## config.mk

```make
export PLATFORM = sky130hd
export DESIGN_NAME = trigger_pause_control
export DESIGN_NICKNAME = d
export VERILOG_FILES = /design/src/inc/trig_pkg.sv /design/src/hw/trigger_pause_control.sv /design/src/hw/pin_sync.sv
export SDC_FILE = /design/constraint.sdc
export NUM_CORES = 1
export LEC_CHECK = 0
export BUFFER_PORTS_ARGS = -buffer_cell sky130_fd_sc_hd__buf_2
export CAP_MARGIN = 20
export CORE_MARGIN = 3
export CORE_UTILIZATION = 45
export DETAILED_ROUTE_END_ITERATION = 10
export GPL_TIMING_DRIVEN = 1
export SLEW_MARGIN = 20
export SYNTH_ARGS = -nofsm -noshare
export SYNTH_HDL_FRONTEND = slang
export SYNTH_SLANG_ARGS = --single-unit
```

## constraint.sdc

```tcl
create_clock -name sys_clk_i -period 8.9 [get_ports sys_clk_i]
set_clock_uncertainty 0.2 [all_clocks]
set_input_delay 0.89 -clock sys_clk_i [delete_from_list [all_inputs] [get_ports sys_clk_i]]
set_output_delay 0.89 -clock sys_clk_i [all_outputs]
set_load 0.02 [all_outputs]
```

## src/inc/trig_pkg.sv

```systemverilog
// constants, types and register map of the trigger and pause control block
package trig_pkg;

  localparam int unsigned DATA_W = 32;
  localparam int unsigned ADDR_W = 8;
  localparam int unsigned EVENT_W = 16;
  localparam int unsigned PXI_W = 8;
  localparam int unsigned PXI_SEL_W = 3;
  localparam int unsigned PC_W = 16;
  localparam int unsigned AUX_DIV_W = 8;
  localparam int unsigned SYNC_STAGES = 3;

  // register byte offsets
  localparam logic [ADDR_W-1:0] CMD_OFS = 8'h00;
  localparam logic [ADDR_W-1:0] CTRL_OFS = 8'h04;
  localparam logic [ADDR_W-1:0] TRIG_MASK_OFS = 8'h08;
  localparam logic [ADDR_W-1:0] PRIMARY_OFS = 8'h0c;
  localparam logic [ADDR_W-1:0] SECONDARY_OFS = 8'h10;
  localparam logic [ADDR_W-1:0] HOLD_MASK_OFS = 8'h14;
  localparam logic [ADDR_W-1:0] HOLD_MATCH_OFS = 8'h18;
  localparam logic [ADDR_W-1:0] SOFT_EVENT_OFS = 8'h1c;
  localparam logic [ADDR_W-1:0] AUX_DIV_OFS = 8'h20;
  localparam logic [ADDR_W-1:0] STATUS_OFS = 8'h24;
  localparam logic [ADDR_W-1:0] PC_OFS = 8'h28;
  localparam logic [ADDR_W-1:0] EVENT_OFS = 8'h2c;

  // command register bit positions
  localparam int unsigned CMD_ARM_BIT = 0;
  localparam int unsigned CMD_TRIG_BIT = 1;
  localparam int unsigned CMD_PAUSE_BIT = 2;
  localparam int unsigned CMD_HALT_BIT = 3;

  // control register layout, low bit is two_level
  typedef struct packed {
    logic [PXI_SEL_W-1:0] pause_sel;
    logic [PXI_SEL_W-1:0] trig_sel;
    logic pxi_pause_en;
    logic pxi_trig_en;
    logic evt_pause_en;
    logic evt_trig_en;
    logic use_soft;
    logic two_level;
  } ctrl_t;
  localparam int unsigned CTRL_W = $bits(ctrl_t);
  localparam logic [CTRL_W-1:0] CTRL_RST = 12'h000;

  localparam logic [EVENT_W-1:0] MASK_RST = 16'h0000;
  localparam logic [EVENT_W-1:0] PATTERN_RST = 16'h0000;

  // aux clock: f = SYS_CLK_HZ / (2 * (div + 1))
  localparam int unsigned SYS_CLK_HZ = 100_000_000;
  localparam int unsigned AUX_MIN_HZ = 1_000_000;
  localparam int unsigned AUX_MAX_HZ = 200_000_000;

  typedef enum logic [1:0] {
    ST_HALT = 2'b00,
    ST_PAUSE = 2'b01,
    ST_RUN = 2'b10
  } seq_state_t;

endpackage

```

## src/hw/trigger_pause_control.sv

```systemverilog
// trigger, pause and halt control of the vector sequencer, with aux clock source
`timescale 1ns/10ps
// How it works
// - software trigger enters Run at once, first
// - low external trigger line enters Run
// - external trigger beats other trigger conditions
// - masked event lines compared with two patterns
// - one level: either pattern match triggers
// - two level: both patterns in sequence trigger
// - selectable, enableable PXI line triggers
// - software pause enters Pause at once, first
// - low external pause line pauses after the pin synchroniser delay
// - external pause beats other pause conditions
// - masked event lines matched against hold pattern
// - selectable, enableable PXI line pauses
// - software word can replace event lines
// - programmable independent aux clock output
// - aux clock undefined at power-up, survives reset
// - reset and halt give Halt, counter zero
// - in Halt external inputs are ignored
// - arm leaves Halt, pause leaves Run
module trigger_pause_control
  import trig_pkg::*;
(
  input wire logic sys_clk_i,
  input wire logic rst_i,
  input wire logic [ADDR_W-1:0] addr_i,
  input wire logic [DATA_W-1:0] wr_data_i,
  input wire logic wr_i,
  input wire logic rd_i,
  output logic [DATA_W-1:0] rd_data_o,
  input wire logic [EVENT_W-1:0] event_i,
  input wire logic ext_trig_n_i,
  input wire logic ext_pause_n_i,
  input wire logic [PXI_W-1:0] pxi_trig_i,
  output seq_state_t state_o,
  output logic [PC_W-1:0] pc_o,
  output logic aux_freq_source_o
);

  function automatic logic ev_match(input logic [EVENT_W-1:0] ev,
                                    input logic [EVENT_W-1:0] mask,
                                    input logic [EVENT_W-1:0] pat);
    ev_match = ((ev & mask) == (pat & mask));
  endfunction

  ctrl_t ctrl_q;
  logic [EVENT_W-1:0] trig_mask_q;
  logic [EVENT_W-1:0] primary_q;
  logic [EVENT_W-1:0] secondary_q;
  logic [EVENT_W-1:0] hold_mask_q;
  logic [EVENT_W-1:0] hold_match_q;
  logic [EVENT_W-1:0] soft_event_q;
  logic [AUX_DIV_W-1:0] aux_div_q;
  logic [AUX_DIV_W-1:0] aux_cnt_q;
  logic aux_clk_q;
  seq_state_t state_q;
  seq_state_t state_d;
  logic [PC_W-1:0] pc_q;
  logic level1_q;
  logic first_pri_q;
  logic [DATA_W-1:0] rd_data_q;

  logic [EVENT_W-1:0] event_sync;
  logic ext_trig_n_sync;
  logic ext_pause_n_sync;
  logic [PXI_W-1:0] pxi_sync;
  logic [EVENT_W-1:0] ev_src;
  logic cmd_wr;
  logic arm_cmd;
  logic trig_cmd;
  logic pause_cmd;
  logic halt_cmd;
  logic ext_trig;
  logic ext_pause;
  logic pri_hit;
  logic sec_hit;
  logic hold_hit;
  logic evt_trig_hit;
  logic evt_pause_hit;
  logic pxi_trig_hit;
  logic pxi_pause_hit;

  pin_sync #(.WIDTH(EVENT_W), .RST_VAL(16'h0000)) u_event_sync (
    .sys_clk_i(sys_clk_i),
    .rst_i(rst_i),
    .pin_i(event_i),
    .level_o(event_sync)
  );

  pin_sync #(.WIDTH(2), .RST_VAL(2'h3)) u_ctl_sync (
    .sys_clk_i(sys_clk_i),
    .rst_i(rst_i),
    .pin_i({ext_pause_n_i, ext_trig_n_i}),
    .level_o({ext_pause_n_sync, ext_trig_n_sync})
  );

  pin_sync #(.WIDTH(PXI_W), .RST_VAL(8'h00)) u_pxi_sync (
    .sys_clk_i(sys_clk_i),
    .rst_i(rst_i),
    .pin_i(pxi_trig_i),
    .level_o(pxi_sync)
  );

  // command decode
  assign cmd_wr = wr_i && (addr_i == CMD_OFS);
  assign arm_cmd = cmd_wr && wr_data_i[CMD_ARM_BIT];
  assign trig_cmd = cmd_wr && wr_data_i[CMD_TRIG_BIT];
  assign pause_cmd = cmd_wr && wr_data_i[CMD_PAUSE_BIT];
  assign halt_cmd = cmd_wr && wr_data_i[CMD_HALT_BIT];

  // condition sources
  assign ev_src = ctrl_q.use_soft ? soft_event_q : event_sync;
  assign ext_trig = !ext_trig_n_sync;
  assign ext_pause = !ext_pause_n_sync;
  assign pri_hit = ev_match(ev_src, trig_mask_q, primary_q);
  assign sec_hit = ev_match(ev_src, trig_mask_q, secondary_q);
  assign hold_hit = ev_match(ev_src, hold_mask_q, hold_match_q);
  assign evt_pause_hit = ctrl_q.evt_pause_en && hold_hit;
  assign pxi_trig_hit = ctrl_q.pxi_trig_en && pxi_sync[ctrl_q.trig_sel];
  assign pxi_pause_hit = ctrl_q.pxi_pause_en && pxi_sync[ctrl_q.pause_sel];

  always_comb
  begin
    evt_trig_hit = 1'b0;
    if (ctrl_q.evt_trig_en)
    begin
      if (ctrl_q.two_level)
      begin
        evt_trig_hit = level1_q && (first_pri_q ? sec_hit : pri_hit);
      end
      else
      begin
        evt_trig_hit = pri_hit || sec_hit;
      end
    end
  end

  // sequencer state, software commands first, then pins, then conditions
  always_comb
  begin
    state_d = state_q;
    if (halt_cmd)
    begin
      state_d = ST_HALT;
    end
    else if (pause_cmd && (state_q == ST_RUN))
    begin
      state_d = ST_PAUSE;
    end
    else if (trig_cmd && (state_q != ST_RUN))
    begin
      state_d = ST_RUN;
    end
    else if (arm_cmd && (state_q == ST_HALT))
    begin
      state_d = ST_PAUSE;
    end
    else
    begin
      case (state_q)
        ST_RUN:
        begin
          if (ext_pause)
          begin
            state_d = ST_PAUSE;
          end
          else if (evt_pause_hit || pxi_pause_hit)
          begin
            state_d = ST_PAUSE;
          end
        end
        ST_PAUSE:
        begin
          if (ext_trig)
          begin
            state_d = ST_RUN;
          end
          else if (evt_trig_hit || pxi_trig_hit)
          begin
            state_d = ST_RUN;
          end
        end
        ST_HALT:
        begin
          state_d = ST_HALT;
        end
        default:
        begin
          state_d = ST_HALT;
        end
      endcase
    end
  end

  always_ff @(posedge sys_clk_i or posedge rst_i)
  begin
    if (rst_i)
    begin
      state_q <= ST_HALT;
    end
    else
    begin
      state_q <= state_d;
    end
  end

  // program counter
  always_ff @(posedge sys_clk_i or posedge rst_i)
  begin
    if (rst_i)
    begin
      pc_q <= '0;
    end
    else if (halt_cmd)
    begin
      pc_q <= '0;
    end
    else if (state_q == ST_RUN)
    begin
      pc_q <= pc_q + 16'h0001;
    end
  end

  // first level of the two-level event trigger
  always_ff @(posedge sys_clk_i or posedge rst_i)
  begin
    if (rst_i)
    begin
      level1_q <= 1'b0;
      first_pri_q <= 1'b0;
    end
    else if ((state_d != ST_PAUSE) || !ctrl_q.two_level || !ctrl_q.evt_trig_en)
    begin
      level1_q <= 1'b0;
    end
    else if (!level1_q && (pri_hit || sec_hit))
    begin
      level1_q <= 1'b1;
      first_pri_q <= pri_hit;
    end
  end

  // configuration registers
  always_ff @(posedge sys_clk_i or posedge rst_i)
  begin
    if (rst_i)
    begin
      ctrl_q <= CTRL_RST;
      trig_mask_q <= MASK_RST;
      primary_q <= PATTERN_RST;
      secondary_q <= PATTERN_RST;
      hold_mask_q <= MASK_RST;
      hold_match_q <= PATTERN_RST;
      soft_event_q <= PATTERN_RST;
    end
    else if (wr_i)
    begin
      case (addr_i)
        CTRL_OFS: ctrl_q <= wr_data_i[CTRL_W-1:0];
        TRIG_MASK_OFS: trig_mask_q <= wr_data_i[EVENT_W-1:0];
        PRIMARY_OFS: primary_q <= wr_data_i[EVENT_W-1:0];
        SECONDARY_OFS: secondary_q <= wr_data_i[EVENT_W-1:0];
        HOLD_MASK_OFS: hold_mask_q <= wr_data_i[EVENT_W-1:0];
        HOLD_MATCH_OFS: hold_match_q <= wr_data_i[EVENT_W-1:0];
        SOFT_EVENT_OFS: soft_event_q <= wr_data_i[EVENT_W-1:0];
        default: ;
      endcase
    end
  end

  // aux clock divider, deliberately without reset
  always_ff @(posedge sys_clk_i)
  begin
    if (wr_i && (addr_i == AUX_DIV_OFS))
    begin
      aux_div_q <= wr_data_i[AUX_DIV_W-1:0];
      aux_cnt_q <= '0;
      aux_clk_q <= 1'b0;
    end
    else if (aux_cnt_q == aux_div_q)
    begin
      aux_cnt_q <= '0;
      aux_clk_q <= !aux_clk_q;
    end
    else
    begin
      aux_cnt_q <= aux_cnt_q + 8'h01;
    end
  end

  // read data, valid only in the cycle after the strobe
  always_ff @(posedge sys_clk_i or posedge rst_i)
  begin
    if (rst_i)
    begin
      rd_data_q <= '0;
    end
    else if (rd_i)
    begin
      case (addr_i)
        CTRL_OFS: rd_data_q <= {20'h00000, ctrl_q};
        TRIG_MASK_OFS: rd_data_q <= {16'h0000, trig_mask_q};
        PRIMARY_OFS: rd_data_q <= {16'h0000, primary_q};
        SECONDARY_OFS: rd_data_q <= {16'h0000, secondary_q};
        HOLD_MASK_OFS: rd_data_q <= {16'h0000, hold_mask_q};
        HOLD_MATCH_OFS: rd_data_q <= {16'h0000, hold_match_q};
        SOFT_EVENT_OFS: rd_data_q <= {16'h0000, soft_event_q};
        AUX_DIV_OFS: rd_data_q <= {24'h000000, aux_div_q};
        STATUS_OFS: rd_data_q <= {26'h0000000, ext_pause, ext_trig, first_pri_q,
                                  level1_q, state_q};
        PC_OFS: rd_data_q <= {16'h0000, pc_q};
        EVENT_OFS: rd_data_q <= {16'h0000, event_sync};
        default: rd_data_q <= '0;
      endcase
    end
    else
    begin
      rd_data_q <= '0;
    end
  end

  assign rd_data_o = rd_data_q;
  assign state_o = state_q;
  assign pc_o = pc_q;
  assign aux_freq_source_o = aux_clk_q;
endmodule

```

## src/hw/pin_sync.sv

```systemverilog
// three-stage pin synchroniser, output changes once stages two and three agree
`timescale 1ns/10ps
module pin_sync
  import trig_pkg::*;
#(
  parameter int unsigned WIDTH = 1,
  parameter logic [WIDTH-1:0] RST_VAL = '0
)
(
  input wire logic sys_clk_i,
  input wire logic rst_i,
  input wire logic [WIDTH-1:0] pin_i,
  output logic [WIDTH-1:0] level_o
);

  logic [WIDTH-1:0] s1_q;
  logic [WIDTH-1:0] s2_q;
  logic [WIDTH-1:0] s3_q;
  logic [WIDTH-1:0] level_q;

  always_ff @(posedge sys_clk_i or posedge rst_i)
  begin
    if (rst_i)
    begin
      s1_q <= RST_VAL;
      s2_q <= RST_VAL;
      s3_q <= RST_VAL;
    end
    else
    begin
      s1_q <= pin_i;
      s2_q <= s1_q;
      s3_q <= s2_q;
    end
  end

  // per bit: accept only when stage two and three agree
  always_ff @(posedge sys_clk_i or posedge rst_i)
  begin
    if (rst_i)
    begin
      level_q <= RST_VAL;
    end
    else
    begin
      level_q <= (s2_q & s3_q) | (level_q & (s2_q | s3_q));
    end
  end

  assign level_o = level_q;

endmodule

```

# After elaboration in Yosys (flattened, before gate mapping)

Cells that the tools add are included.

Flip-flop bits (word level): 281
Output and inout port bits: 51
Word-level logic and storage cells: 136
Input bits: 70

Muxes and demuxes: 23
Eq/ne operators: 19
$lt $le $gt $ge: 2
Add/subtract/negate cells: 2
Bitwise logic cells: 18
Reductions and logical operators: 38

Operators with widths:

| kind                    | number |
|---|---|
| $pmux W16 S11           | 1 |
| $and A16 B16 Y16        | 7 |
| $eq A16 B16 Y1          | 3 |
| $mux W16                | 3 |
| $eq A8 B5 Y1 const B    | 4 |
| $eq A8 B6 Y1 const B    | 4 |
| $mux W32                | 1 |
| $or A16 B16 Y16         | 2 |
| $add A16 B1 Y16 const B | 1 |
| $and A8 B8 Y8           | 2 |
| $eq A8 B4 Y1 const B    | 2 |
| $mux W2                 | 8 |
| $or A8 B8 Y8            | 2 |
| $reduce_and A2 Y1       | 8 |
| $logic_and A1 B1 Y1     | 14 |
| $add A8 B1 Y8 const B   | 1 |
| $eq A8 B3 Y1 const B    | 1 |
| $eq A8 B8 Y1            | 1 |
| $logic_not A8 Y1        | 1 |
| $lt A3 B4 Y1 const B    | 2 |
| $mux W1                 | 7 |
| $bmux W1 S3             | 2 |
| $logic_not A1 Y1        | 6 |
| $logic_or A1 B1 Y1      | 5 |
| 11 further kinds        | 14 |

# Depth between registers and ports, before layout

Gate-level depths: netlist (run 1).

Depth after elaboration: 20
Depth in mapped cells: 11

# Cells and area by module

From an unflattened synthesis (run 1), not the netlist that was laid out.

Cells, all modules: 860
Area total of the unflattened synthesis: 11377.2 um2

By module, submodules not included:

| module                  | instances | cells each | area each (um2) |
|---|---|---|---|
| trigger_pause_control   | 1         | 727        | 8460.6 |
| pin_sync (u_event_sync) | 1         | 81         | 1785.5 |
| pin_sync (u_pxi_sync)   | 1         | 41         | 894.6 |
| pin_sync (u_ctl_sync)   | 1         | 11         | 236.5 |

# Worst setup path after synthesis (run 1)

Ideal clock, no wire load.

Kind: in2reg
From: input addr_i[4]
To: register aux_cnt_q[2]
Slack: 5664 ps
Data arrival time: 2912 ps
Path buffers: 2
Cell stages on the path: 6
Data required time: 8576 ps
Cell sequence: or4b_2 -> clkbuf_1 -> nor3_1 -> or2_2 -> clkbuf_1 -> nor2_1

Word-level cells in the longest chain between the ends: 3

Ends and longest elaborated chain:

| element                    | line                         | text |
|---|---|---|
| start: declaration         | trigger_pause_control.sv:27  | `input wire logic [ADDR_W-1:0] addr_i,` |
| $eq A8 B6 Y1               | trigger_pause_control.sv:275 | `if (wr_i && (addr_i == AUX_DIV_OFS))` |
| $logic_and A1 B1 Y1        | trigger_pause_control.sv:275 |  |
| $reduce_or A2 Y1 (no line) | n/a                          |  |
| end signal: assignment     | trigger_pause_control.sv:288 | `aux_cnt_q <= aux_cnt_q + 8'h01;` |
| end: declaration           | trigger_pause_control.sv:55  | `logic [AUX_DIV_W-1:0] aux_cnt_q;` |

No other way between the ends.
A chain may end at the register's enable or synchronous reset.

# Final worst setup path (run 1)

From: register ctrl_q[1] in the netlist's numbering
To: register first_pri_q

Word-level cells in the longest chain between the ends: 20
Elaborated cells between the ends (all ways): 29
Classes of those cells: eq/ne: 4; mux: 13; bitwise: 3; reduce/logical: 9

Ends and longest elaborated chain:

| element                          | line                         | text |
|---|---|---|
| start: declaration               | trigger_pause_control.sv:47  | `ctrl_t ctrl_q;` |
| start signal: assignment         | trigger_pause_control.sv:260 | `CTRL_OFS: ctrl_q <= wr_data_i[CTRL_W-1:0];` |
| $mux W16 (*)                     | trigger_pause_control.sv:113 | `assign ev_src = ctrl_q.use_soft ? soft_event_q : event_sync;` |
| $and A16 B16 Y16                 | trigger_pause_control.sv:44  | `ev_match = ((ev & mask) == (pat & mask));` |
| $eq A16 B16 Y1                   | trigger_pause_control.sv:44  |  |
| $mux W1                          | trigger_pause_control.sv:130 | `evt_trig_hit = level1_q && (first_pri_q ? sec_hit : pri_hit);` |
| $logic_and A1 B1 Y1              | trigger_pause_control.sv:130 |  |
| $mux W1                          | trigger_pause_control.sv:128 | `if (ctrl_q.two_level)` |
| $mux W1                          | trigger_pause_control.sv:126 | `if (ctrl_q.evt_trig_en)` |
| $logic_or A1 B1 Y1               | trigger_pause_control.sv:179 | `else if (evt_trig_hit \|\| pxi_trig_hit)` |
| [... 3 more ...]                 | n/a                          |  |
| $mux W2                          | trigger_pause_control.sv:155 | `else if (arm_cmd && (state_q == ST_HALT))` |
| $mux W2                          | trigger_pause_control.sv:151 | `else if (trig_cmd && (state_q != ST_RUN))` |
| $mux W2                          | trigger_pause_control.sv:147 | `else if (pause_cmd && (state_q == ST_RUN))` |
| $mux W2                          | trigger_pause_control.sv:143 | `if (halt_cmd)` |
| $ne A2 B1 Y1                     | trigger_pause_control.sv:233 | `else if ((state_d != ST_PAUSE) \|\| !ctrl_q.two_level \|\| !ctrl_q.evt_trig_en)` |
| $logic_or A1 B1 Y1 (2 in series) | trigger_pause_control.sv:233 |  |
| $not A1 Y1 (no line)             | n/a                          |  |
| $reduce_and A2 Y1 (no line)      | n/a                          |  |
| end signal: assignment           | trigger_pause_control.sv:240 | `first_pri_q <= pri_hit;` |
| end: declaration                 | trigger_pause_control.sv:61  | `logic first_pri_q;` |

Every way passes the cells marked *; elsewhere a longest branch is shown, timed or not.

==> reports/metrics.yaml, run 1 <==
place:
  dpl.hpwl_um: 19100
  gp_congestion: 0.844
  dpl_cell_area_mm2: 0.0121
  io_buffer_count: 88
clock_network:
  clkTransAtPathRegs_ns: 0.06
  cts_resized: 0
  cts_buffer_depth: 3
  cts_buffers: 28
  cts_root_buffer: "clkbuf_16"
  cts_hold_buf: 0
  clk_latency_ns: 0.56
  h-tree-depth: 1
  cts_tree: "built"
  post_cts_buffers: 0
  clock_sinks: 265
floorplan:
  core_mm2: 0.0245
  start_util_pct: 46.2
  fp.dieW_um: 165
  fp-row-count: 57
  die-area_mm2: 0.0272
  io_pins: 121
  dieHeight_um: 165
sta:
  maxSlewViolCount: 0
  relSlewSlack_pct: 20.8
  fin_crit_sh_pct: 46.3
  fin_crit_ns: 4.12
  hold_viol: 0
  fmax_mhz: 243
  setup-violations-final: 0
  fin_setup_tns_ns: 0
  holdWs_ns: 0.146
  tightest_slew_ns: 1.19
  rsz0062_at_grt: "no"
global_routing:
  grt_max_degree: 102
  grt_pass1_vias: 7165
  grt_overflow: 0
  antenna_found_initial: 0
  grt_usage_pct: 21.6
  grt_pass1_wl_um: 44000
status:
  outcome: "finished clean"
power_and_ir_drop:
  power_density_mw_per_mm2: 209
  power.leakage_nw: 5.79
  finalPower_mw: 2.73
  ir_drop_mv: 0.163
route:
  routed_wl_um: 29200
  vias: 7356
  drcViolationCount: 0
  drtPass1Iterations: 5
  postRouteAntennaNets: 0
  drt_iter0_markers: 570
  viasPerCell: 5.68
  wire_per_inst_um: 22.6
min_path:
  worst_hold_path_type: "flip-flop to flip-flop"
logic_synthesis:
  synth-seq-cells: 265
  synthTopCellsByCount: "240 x dfrtp_1, 109 x mux2_2, 45 x nand2_1"
  synth-async-reset-ratio_pct: 93.6
  syn_area_per_cell_um2: 13.4
  synth_area_leaders: "dfrtp_1 53%, mux2_2 11%, xnor2_1 2.9%"
  yosys_warnings: 0
  syn_inst: 849
  synthFlopType: "dfrtp_1"
  synthesis.area_mm2: 0.0113
  synth_cell_types: 60
  seq_area_frac_synth_pct: 58.5
  synth_top_area_share_pct: 52.9
  synth.most_common_cell: "dfrtp_1"
  yosys.area.top_type: "dfrtp_1"
  synth-edff-count: 8
finish:
  drive_gt1_share_pct: 29.9
  nets: 1026
  syn2layout_area_growth_pct: 14.9
  diodes: 0
  design_area_mm2: 0.0130
critical_path:
  critPathLaunchType: "flip-flop"
  worstPathRequired_ns: 9.13
  worstSetupEndpointType: "flip-flop"
  path_max_fanout: 13
  path_class: "flip-flop to flip-flop"
  cp.arrival_ns: 4.35
flow_run:
  drv_cap: 0
## registers in the layout, summed over array words and instances (netlist names), 12 cells and up
| register | count |
|---|---|
| primary_q | 16 |
| u_event_sync.s3_q | 16 |
| rd_data_o | 16 |
| ctrl_q | 12 |
| u_event_sync.level_o | 16 |
| secondary_q | 16 |
| trig_mask_q | 16 |
| hold_mask_q | 16 |
| soft_event_q | 16 |
| u_event_sync.s1_q | 16 |
| pc_o | 16 |
| hold_match_q | 16 |
| u_event_sync.s2_q | 16 |
## per-stage QoR
stage / setup WS, ns / instances / util (%)
3_5_place_dp: 4.77 / 1244 / 49.4
6_report: 4.78 / 1295 / 53.1
2_1_floorplan: 1.01 / 864 / -
5_1_grt: 4.60 / 1295 / 53.1
4_1_cts: 4.75 / 1294 / 53.0
3_3_place_gp: 4.77 / 1244 / 49.4
## path summary, 6_finish.rpt
check	start	end	slack [ns]	depth (start not counted)
max in group asynchronous	rst_i	u_event_sync.level_o[11]	6.91	3
worst min register to register	u_event_sync.s1_q[12]	u_event_sync.s2_q[12]	0.15	0
worst max register to register	ctrl_q[1]	first_pri_q	4.78	10
worst min-delay path	u_event_sync.s1_q[12]	u_event_sync.s2_q[12]	0.15	0
min in group asynchronous	rst_i	u_pxi_sync.s1_q[2]	0.24	2
worst max-delay path	ctrl_q[1]	first_pri_q	4.78	10
## critical path: stages, from the launching register on
cell and delay (ns):
dfrtp_1 0.57, buf_4 0.46, mux2i_1 0.45, mux2i_1 0.18, a2111oi_0 0.70, nand4_1 0.40, a211oi_1 0.37, nor4_1 0.09
o211a_1 0.28, and3_1 0.17, o32ai_1 0.13
## placed cells by master, fill, tap and decap left out, types with 4 or more instances in the layout
master,n
a2111oi_1,4
a221oi_1,24
a222oi_1,11
a22o_1,20
a22oi_1,20
a31oi_1,17
and3_1,4
buf_2,88
buf_4,11
clkbuf_1,9
clkbuf_16,28
clkbuf_8,9
conb_1,16
dfrtp_1,240
dfstp_2,8
dfxtp_1,9
edfxtp_1,8
ha_1,5
inv_1,12
maj3_1,26
mux2_2,109
mux2i_1,32
mux2i_2,5
mux2i_4,5
mux4_2,4
nand2_1,45
nand2b_1,25
nand3_1,8
nand4_1,15
nor2_1,38
nor2_2,5
nor3_1,4
o21ai_0,8
xnor2_1,38
xor2_1,15
## per-layer routing
layer  part of all wire (%)  track usage (%)
met3                    6.9             3.66
met5                      0                0
met4                    3.3             7.55
met2                     45             32.7
met1                     45             31.5
## report_power, final
group	switching [mW]	internal [mW]	total, mW
Clock	0.468	0.656	1.12
Sequential	0.0810	1.29	1.37
Combinational	0.123	0.110	0.234
Total	0.673	2.06	2.73
## area by class of cell
class	instances	area [um2]
clock inverters	4	45.0
inverters	13	56.3
clock buffers	46	858
flip-flops and latches	265	6640
fillers	2072	11500
well taps	324	405
multi-input cells	542	4480
repair buffers	101	546
## logic make-up (layout without fill, tap and decap cells)
kind of cell / after synthesis / count (layout) / share of synthesized area, %
mux: 155 / 155 / 16.0
compound gates: 122 / 122 / 8.59
buf+inv: 57 / 164 / 2.62
other cells: 1 / 16 / 0.0331
xor+xnor: 53 / 53 / 4.09
fa+ha+maj: 31 / 31 / 2.85
flops: 265 / 265 / 58.5
simple gates: 165 / 165 / 7.28
Power figures use the tool's default switching activity.
==> run 2: changes to the inputs <==
--- a/config.mk
+++ b/config.mk
@@ -5,12 +5,14 @@
 export SDC_FILE = /design/constraint.sdc
 export NUM_CORES = 1
 export LEC_CHECK = 0
+export ABC_AREA = 1
 export BUFFER_PORTS_ARGS = -buffer_cell sky130_fd_sc_hd__buf_2
 export CAP_MARGIN = 20
 export CORE_MARGIN = 3
 export CORE_UTILIZATION = 45
 export DETAILED_ROUTE_END_ITERATION = 10
 export GPL_TIMING_DRIVEN = 1
+export PLACE_DENSITY = 0.66
 export SLEW_MARGIN = 20
 export SYNTH_ARGS = -nofsm -noshare
 export SYNTH_HDL_FRONTEND = slang
==> constraint.sdc (replaced) <==
create_clock -name sys_clk_i -period 3.6 [get_ports sys_clk_i]
set_clock_uncertainty 0.2 [all_clocks]
set_input_delay 0.36 -clock sys_clk_i [delete_from_list [all_inputs] [get_ports sys_clk_i]]
set_output_delay 0.36 -clock sys_clk_i [all_outputs]
set_load 0.02 [all_outputs]
==> reports/metrics.yaml, run 2 <==
global_routing:
  grt_pass1_vias: 9163  # was 7165
  grt_usage_pct: 22.8  # was 21.6%
  grt_pass1_wl_um: 50800  # was 44000 um
  antenna_found_initial: 0  # unchanged
  grt_overflow: 0  # unchanged
  grt_max_degree: 137  # was 102
sta:
  hold_viol: 0  # unchanged
  fmax_mhz: 353  # was 243 MHz
  maxSlewViolCount: 0  # unchanged
  fin_crit_sh_pct: 78.7  # was 46.3%
  setup-violations-final: 0  # unchanged
  tightest_slew_ns: 0.840  # was 1.19 ns
  holdWs_ns: 0.145  # was 0.146 ns
  fin_setup_tns_ns: 0  # unchanged
  rsz0062_at_grt: "no"  # unchanged
  setup_ws_ns: 0.766  # was 4.78 ns
  relSlewSlack_pct: 43.9  # was 20.8%
  fin_crit_ns: 2.83  # was 4.12 ns
clock_network:
  cts_buffer_depth: 3  # unchanged
  cts_root_buffer: "clkbuf_16"  # unchanged
  clk_latency_ns: 0.56  # about the same
  cts_tree: "built"  # unchanged
  cts_buffers: 29  # was 28
  h-tree-depth: 1  # unchanged
  cts_resized: 0  # unchanged
  clkTransAtPathRegs_ns: 0.06  # about the same
  clock_sinks: 265  # unchanged
logic_synthesis:
  synth-edff-count: 8  # unchanged
  synth_top_area_share_pct: 51.3  # was 52.9%
  syn_inst: 1270  # was 849
  syn_area_per_cell_um2: 9.21  # was 13.4 um2
  synth_cell_types: 46  # was 60
  yosys.area.top_type: "dfrtp_1"  # unchanged
  seq_area_frac_synth_pct: 56.7  # was 58.5%
  synthFlopType: "dfrtp_1"  # unchanged
  synth-async-reset-ratio_pct: 93.6  # unchanged
  synthTopCellsByCount: "240 x dfrtp_1, 237 x nand2_1, 147 x inv_1"  # was 240 x dfrtp_1, 109 x mux2_2, 45 x nand2_1
  synthesis.area_mm2: 0.0117  # was 0.0113 mm2
  synth.most_common_cell: "dfrtp_1"  # unchanged
  synth-seq-cells: 265  # unchanged
  synth_area_leaders: "dfrtp_1 51%, nand2_1 7.6%, o21ai_0 6.2%"  # was dfrtp_1 53%, mux2_2 11%, xnor2_1 2.9%
  yosys_warnings: 0  # unchanged
finish:
  diodes: 0  # unchanged
  drive_gt1_share_pct: 14.6  # was 29.9%
  syn2layout_area_growth_pct: 20.0  # was 14.9%
  final_common_cell: "dfrtp_1"  # unchanged
  regArea_mm2: 0.00664  # unchanged
  postLayoutCoreUtil_pct: 55.3  # was 53.1%
  fillers: 2273  # was 2072
  multi_input_area_mm2: 0.00427  # was 0.00448 mm2
  design_area_mm2: 0.0140  # was 0.0130 mm2
  nets: 1496  # was 1026
  mostFrequentLayoutCells: "240 x dfrtp_1, 237 x nand2_1, 146 x o21ai_0, 146 x inv_1, 94 x nor2_1"  # was 240 x dfrtp_1, 109 x mux2_2, 88 x buf_2, 45 x nand2_1
  fin_cells: 1772  # was 1295
floorplan:
  start_util_pct: 46.1  # was 46.2%
  fp-row-count: 58  # was 57
  io_pins: 121  # unchanged
  die-area_mm2: 0.0280  # was 0.0272 mm2
  core_mm2: 0.0254  # was 0.0245 mm2
  dieHeight_um: 167  # was 165 um
  fp.dieW_um: 167  # was 165 um
critical_path:
  cp.arrival_ns: 3.08  # was 4.35 ns
  r2r_setup_slack_ns: 0.77  # was 4.78 ns
  path_max_fanout: 17  # was 13
  timing.rr.start: "ctrl_q[1]"  # unchanged
  reg2reg_depth: 17  # was 10
  critPathLaunchType: "flip-flop"  # unchanged
  crit_end: "first_pri_q"  # unchanged
  rr_endpoint: "first_pri_q"  # unchanged
  worstPathRequired_ns: 3.85  # was 9.13 ns
  critPathLaunch: "ctrl_q[1]"  # unchanged
  path_class: "flip-flop to flip-flop"  # unchanged
  worstSetupEndpointType: "flip-flop"  # unchanged
place:
  dpl.hpwl_um: 22800  # was 19100 um
  io_buffer_count: 88  # unchanged
  pre_cts_slack_ns: 0.818  # was 4.77 ns
  gp_congestion: 0.939  # was 0.844
  dpl_cell_area_mm2: 0.0125  # was 0.0121 mm2
  dp_cells: 1676  # was 1244
route:
  drtPass1Iterations: 5  # unchanged
  drcViolationCount: 0  # unchanged
  viasPerCell: 5.37  # was 5.68
  vias: 9523  # was 7356
  postRouteAntennaNets: 0  # unchanged
  drt_iter0_markers: 848  # was 570
  routed_wl_um: 32300  # was 29200 um
  wire_per_inst_um: 18.2  # was 22.6 um
power_and_ir_drop:
  power_density_mw_per_mm2: 537  # was 209 mW/mm2
  finalPower_mw: 7.55  # was 2.73 mW
  power.leakage_nw: 6.62  # was 5.79 nW
  ir_drop_mv: 0.454  # was 0.163 mV
min_path:
  worst_hold_path_type: "flip-flop to flip-flop"  # unchanged
status:
  outcome: "finished clean"  # unchanged
flow_run:
  drv_cap: 0  # unchanged
## run 2: changes by cell type in the layout (fill, tap and decap cells not counted), sizes merged, moves of 44 or more
cell | before | now
nand2 | 45 | 260
o21ai | 9 | 147
inv | 13 | 148
mux2 | 109 | 0
nand3 | 8 | 73
nor2 | 43 | 101
a21oi | 2 | 58
dlygate4sd3 | 0 | 44
## run 2: what timing repair did
item	CTS	global route
setup buffers	0	0
hold buffers	44	0
endpoints found under the setup margin	0	0
hold endpoints to repair	273	0
## run 2: power by group
part | switching, mW | internal [mW]
combinational | 0.545 | 0.325
sequential | 0.210 | 3.22
clock | 1.21 | 2.04
total | 1.96 | 5.58
## run 2: cells by family after synthesis
| kind of cell | synth area share [%] |
|---|---|
| AOI/OAI and AO/OA | 12.2 |
| buffers and inverters | 7.32 |
| DFF | 56.7 |
| xor gates and xnor gates | 1.35 |
| and+or+nand+nor | 19.6 |
| other | 0.0320 |
| adders and majority gates | 2.76 |
## run 2: worst min path at each step
| stage | startpoint | to | slack (ns) | cells after the start |
|---|---|---|---|---|
| after floorplan | u_event_sync.s1_q[0] | u_event_sync.s2_q[0] | 0.13 | 0 |
| after global placement | u_pxi_sync.s1_q[2] | u_pxi_sync.s2_q[2] | 0.13 | 0 |
| after detailed placement | u_event_sync.s1_q[11] | u_event_sync.s2_q[11] | 0.13 | 0 |
| after CTS | u_event_sync.s1_q[1] | u_event_sync.s2_q[1] | 0.15 | 0 |
| after global routing | u_event_sync.s1_q[1] | u_event_sync.s2_q[1] | 0.15 | 0 |
| final | u_event_sync.s1_q[14] | u_event_sync.s2_q[14] | 0.15 | 0 |
## run 2: routing by layer
metal | vias to the layer above | GRT usage [%] | wire length [um]
li1 | 4503 | - | -
met3 | 69 | 4.27 | 2710
met5 | - | 0 | 0
met1 | 4535 | 32.9 | 14000
met4 | 0 | 6.30 | 1040
met2 | 416 | 35.7 | 14500
## run 2: area by class of cell
cell class | count | area share [%]
clock buffer | 40 | 6.17
sequential | 265 | 47.3
clock inverter | 12 | 1.45
timing repair buffer | 157 | 7.72
multi-input combinational | 819 | 30.4
inverter | 149 | 4.06
tap | 330 | 2.94
## run 2: worst max-delay path, cell delays in order (launching register included)
cell,delay (ns)
dfrtp_1,0.54
inv_8,0.16
nand2_1,0.15
nand2_1,0.11
o21ai_0,0.25
nand3_1,0.12
nor3_1,0.29
nand3_1,0.21
nand4_1,0.12
nand2_1,0.05
nand2_1,0.06
nand2_1,0.04
nand2_1,0.06
nand2_2,0.07
nor2_4,0.11
nand3_2,0.06
nand2_1,0.06
nand2_1,0.04
==> run 3: changes to the inputs <==
--- a/config.mk
+++ b/config.mk
@@ -5,14 +5,13 @@
 export SDC_FILE = /design/constraint.sdc
 export NUM_CORES = 1
 export LEC_CHECK = 0
-export ABC_AREA = 1
+export ABC_AREA = 0
 export BUFFER_PORTS_ARGS = -buffer_cell sky130_fd_sc_hd__buf_2
 export CAP_MARGIN = 20
 export CORE_MARGIN = 3
 export CORE_UTILIZATION = 45
 export DETAILED_ROUTE_END_ITERATION = 10
 export GPL_TIMING_DRIVEN = 1
-export PLACE_DENSITY = 0.66
 export SLEW_MARGIN = 20
 export SYNTH_ARGS = -nofsm -noshare
 export SYNTH_HDL_FRONTEND = slang
==> constraint.sdc (replaced) <==
create_clock -name sys_clk_i -period 2.8 [get_ports sys_clk_i]
set_clock_uncertainty 0.2 [all_clocks]
set_input_delay 0.28 -clock sys_clk_i [delete_from_list [all_inputs] [get_ports sys_clk_i]]
set_output_delay 0.28 -clock sys_clk_i [all_outputs]
set_load 0.02 [all_outputs]
==> reports/metrics.yaml, run 3 (synthesis gave the netlist of run 1 again) <==
place:
  gp_congestion: 0.866  # was 0.939
  dp_cells: 1326  # was 1676
  pre_cts_slack_ns: -0.385  # was 0.818 ns
  dpl.hpwl_um: 21100  # was 22800 um
  dpl_cell_area_mm2: 0.0128  # was 0.0125 mm2
  io_buffer_count: 88  # unchanged
clock_network:
  clkTransAtPathRegs_ns: 0.06  # about the same
  cts_root_buffer: "clkbuf_16"  # unchanged
  cts_buffer_depth: 3  # unchanged
  h-tree-depth: 1  # unchanged
  clock_sinks: 265  # unchanged
  clk_latency_ns: 0.55  # was 0.56 ns
  cts_buffers: 29  # unchanged
  cts_tree: "built"  # unchanged
flow_run:
  drv_cap: 0  # unchanged
floorplan:
  io_pins: 121  # unchanged
  core_mm2: 0.0245  # was 0.0254 mm2
  start_util_pct: 46.2  # was 46.1%
  die-area_mm2: 0.0272  # was 0.0280 mm2
  dieHeight_um: 165  # was 167 um
  fp.dieW_um: 165  # was 167 um
  fp-row-count: 57  # was 58
finish:
  fin_cells: 1427  # was 1772
  fillers: 2027  # was 2273
  mostFrequentLayoutCells: "239 x dfrtp_1, 109 x mux2_2, 88 x buf_2, 86 x buf_4, 45 x nand2_1"  # was 240 x dfrtp_1, 237 x nand2_1, 146 x o21ai_0, 146 x inv_1, 94 x nor2_1
  design_area_mm2: 0.0145  # was 0.0140 mm2
  diodes: 0  # unchanged
  multi_input_area_mm2: 0.00463  # was 0.00427 mm2
  drive_gt1_share_pct: 35.5  # was 14.6%
  syn2layout_area_growth_pct: 27.6  # was 20.0%
  nets: 1155  # was 1496
  postLayoutCoreUtil_pct: 59.0  # was 55.3%
  final_common_cell: "dfrtp_1"  # unchanged
  regArea_mm2: 0.00664  # about the same
power_and_ir_drop:
  power_density_mw_per_mm2: 643  # was 537 mW/mm2
  ir_drop_mv: 0.591  # was 0.454 mV
  power.leakage_nw: 6.51  # was 6.62 nW
  finalPower_mw: 9.31  # was 7.55 mW
route:
  viasPerCell: 5.59  # was 5.37
  drtPass1Iterations: 6  # was 5
  postRouteAntennaNets: 0  # unchanged
  drt_iter0_markers: 806  # was 848
  drcViolationCount: 0  # unchanged
  wire_per_inst_um: 22.0  # was 18.2 um
  vias: 7971  # was 9523
  routed_wl_um: 31300  # was 32300 um
global_routing:
  grt_pass1_wl_um: 47900  # was 50800 um
  grt_max_degree: 76  # was 137
  grt_overflow: 0  # unchanged
  grt_usage_pct: 23.4  # was 22.8%
  grt_pass1_vias: 8047  # was 9163
  antenna_found_initial: 0  # unchanged
sta:
  fin_crit_ns: 3.00  # was 2.83 ns
  relSlewSlack_pct: 63.4  # was 43.9%
  rsz0062_at_grt: "yes"  # was no
  setup-violations-final: 3  # was 0
  hold_viol: 0  # unchanged
  fin_crit_sh_pct: 107  # was 78.7%
  setup_ws_ns: -0.201  # was 0.766 ns
  fin_setup_tns_ns: -0.485  # was 0 ns
  tightest_slew_ns: 0.543  # was 0.840 ns
  fmax_mhz: 333  # was 353 MHz
  holdWs_ns: 0.0973  # was 0.145 ns
  maxSlewViolCount: 0  # unchanged
critical_path:
  worst-path-buf-inv: 4  # was 1
  path_cells: "buf_12, mux2i_4, buf_6, xnor2_4, a222oi_1, inv_1, o31ai_2, buf_4, a211o_1, o211a_1, nand4_1, o32ai_2"  # was inv_8, nand2_1, nand2_1, o21ai_0, nand3_1, nor3_1, nand3_1, nand4_1, nand2_1, nand2_1, nand2_1, nand2_1, nand2_2, nor2_4, nand3_2, nand2_1, nand2_1
  critPathLaunch: "ctrl_q[1]"  # unchanged
  max_stage_delay_ns: 0.44  # was 0.54 ns
  path_max_fanout: 6  # was 17
  critPathLaunchType: "flip-flop"  # unchanged
  worstSetupEndpointType: "flip-flop"  # unchanged
  critical_path.top_delay_family: "compound AO/OA/AOI/OAI gates"  # was simple AND/OR/NAND/NOR gates
  cp.arrival_ns: 3.26  # was 3.08 ns
  cpMaxStageDelayCell: "dfrtp_2"  # was dfrtp_1
  timing.rr.start: "ctrl_q[1]"  # unchanged
  worstPathRequired_ns: 3.06  # was 3.85 ns
  path_class: "flip-flop to flip-flop"  # unchanged
status:
  outcome: "finished with violations"  # was finished clean
  violations: "negative setup slack"
min_path:
  worst_hold_path_type: "input pin to async pin"  # was flip-flop to flip-flop
-- run 3: area by class of cell --
type / count / area share [%]
clock buffers: 38 / 5.45
flip-flops and latches: 265 / 45.8
multi-input cells: 542 / 32.0
inverters: 13 / 0.363
clock inverters: 16 / 1.48
well taps: 324 / 2.80
repair buffers: 229 / 12.1
-- run 3: worst reg2reg max path, stage by stage (launching register included) --
cell and delay, ns:
dfrtp_2 0.44, buf_12 0.17, mux2i_4 0.26, buf_6 0.15, xnor2_4 0.08, a222oi_1 0.38
inv_1 0.14, o31ai_2 0.29, buf_4 0.17, a211o_1 0.10, o211a_1 0.17, nand4_1 0.15
o32ai_2 0.23
-- run 3: path summary, 6_finish.rpt --
path	end	slack, ns	depth (start not counted)
setup reg to reg	first_pri_q	-0.20	12
hold / removal	u_event_sync.s2_q[15]	0.1	3
min in group sys_clk_i	secondary_q[0]	0.12	4
setup / recovery	first_pri_q	-0.20	12
max in group asynchronous	u_ctl_sync.s2_q[0]	1.52	4
hold reg to reg	u_event_sync.s2_q[9]	0.14	0
-- run 3: per-layer routing --
layer  wire, um  up-vias  global-route usage [%]
met5          0        -                       0
met3       2370       59                    3.86
met1      14100     4029                    34.7
met2      14000      322                    35.7
li1           -     3561                       -
met4        852        0                    6.52
-- run 3: power breakdown --
part           internal (mW)  total [mW]  switching, mW
Clock                   2.38        3.96           1.58
Sequential              4.10        4.36          0.259
Combinational          0.538       0.992          0.455
Total                   7.01        9.31           2.30
-- run 3: what timing repair did --
| action | in CTS | in global routing |
|---|---|---|
| hold endpoints to repair | 355 | 0 |
| cloned | 1 | 0 |
| setup endpoints to repair | 4 | 4 |
| gates resized for setup | 27 | 2 |
| buffers inserted | 2 | 3 |
| hold buffers | 43 | 0 |
| pin swaps | 17 | 6 |
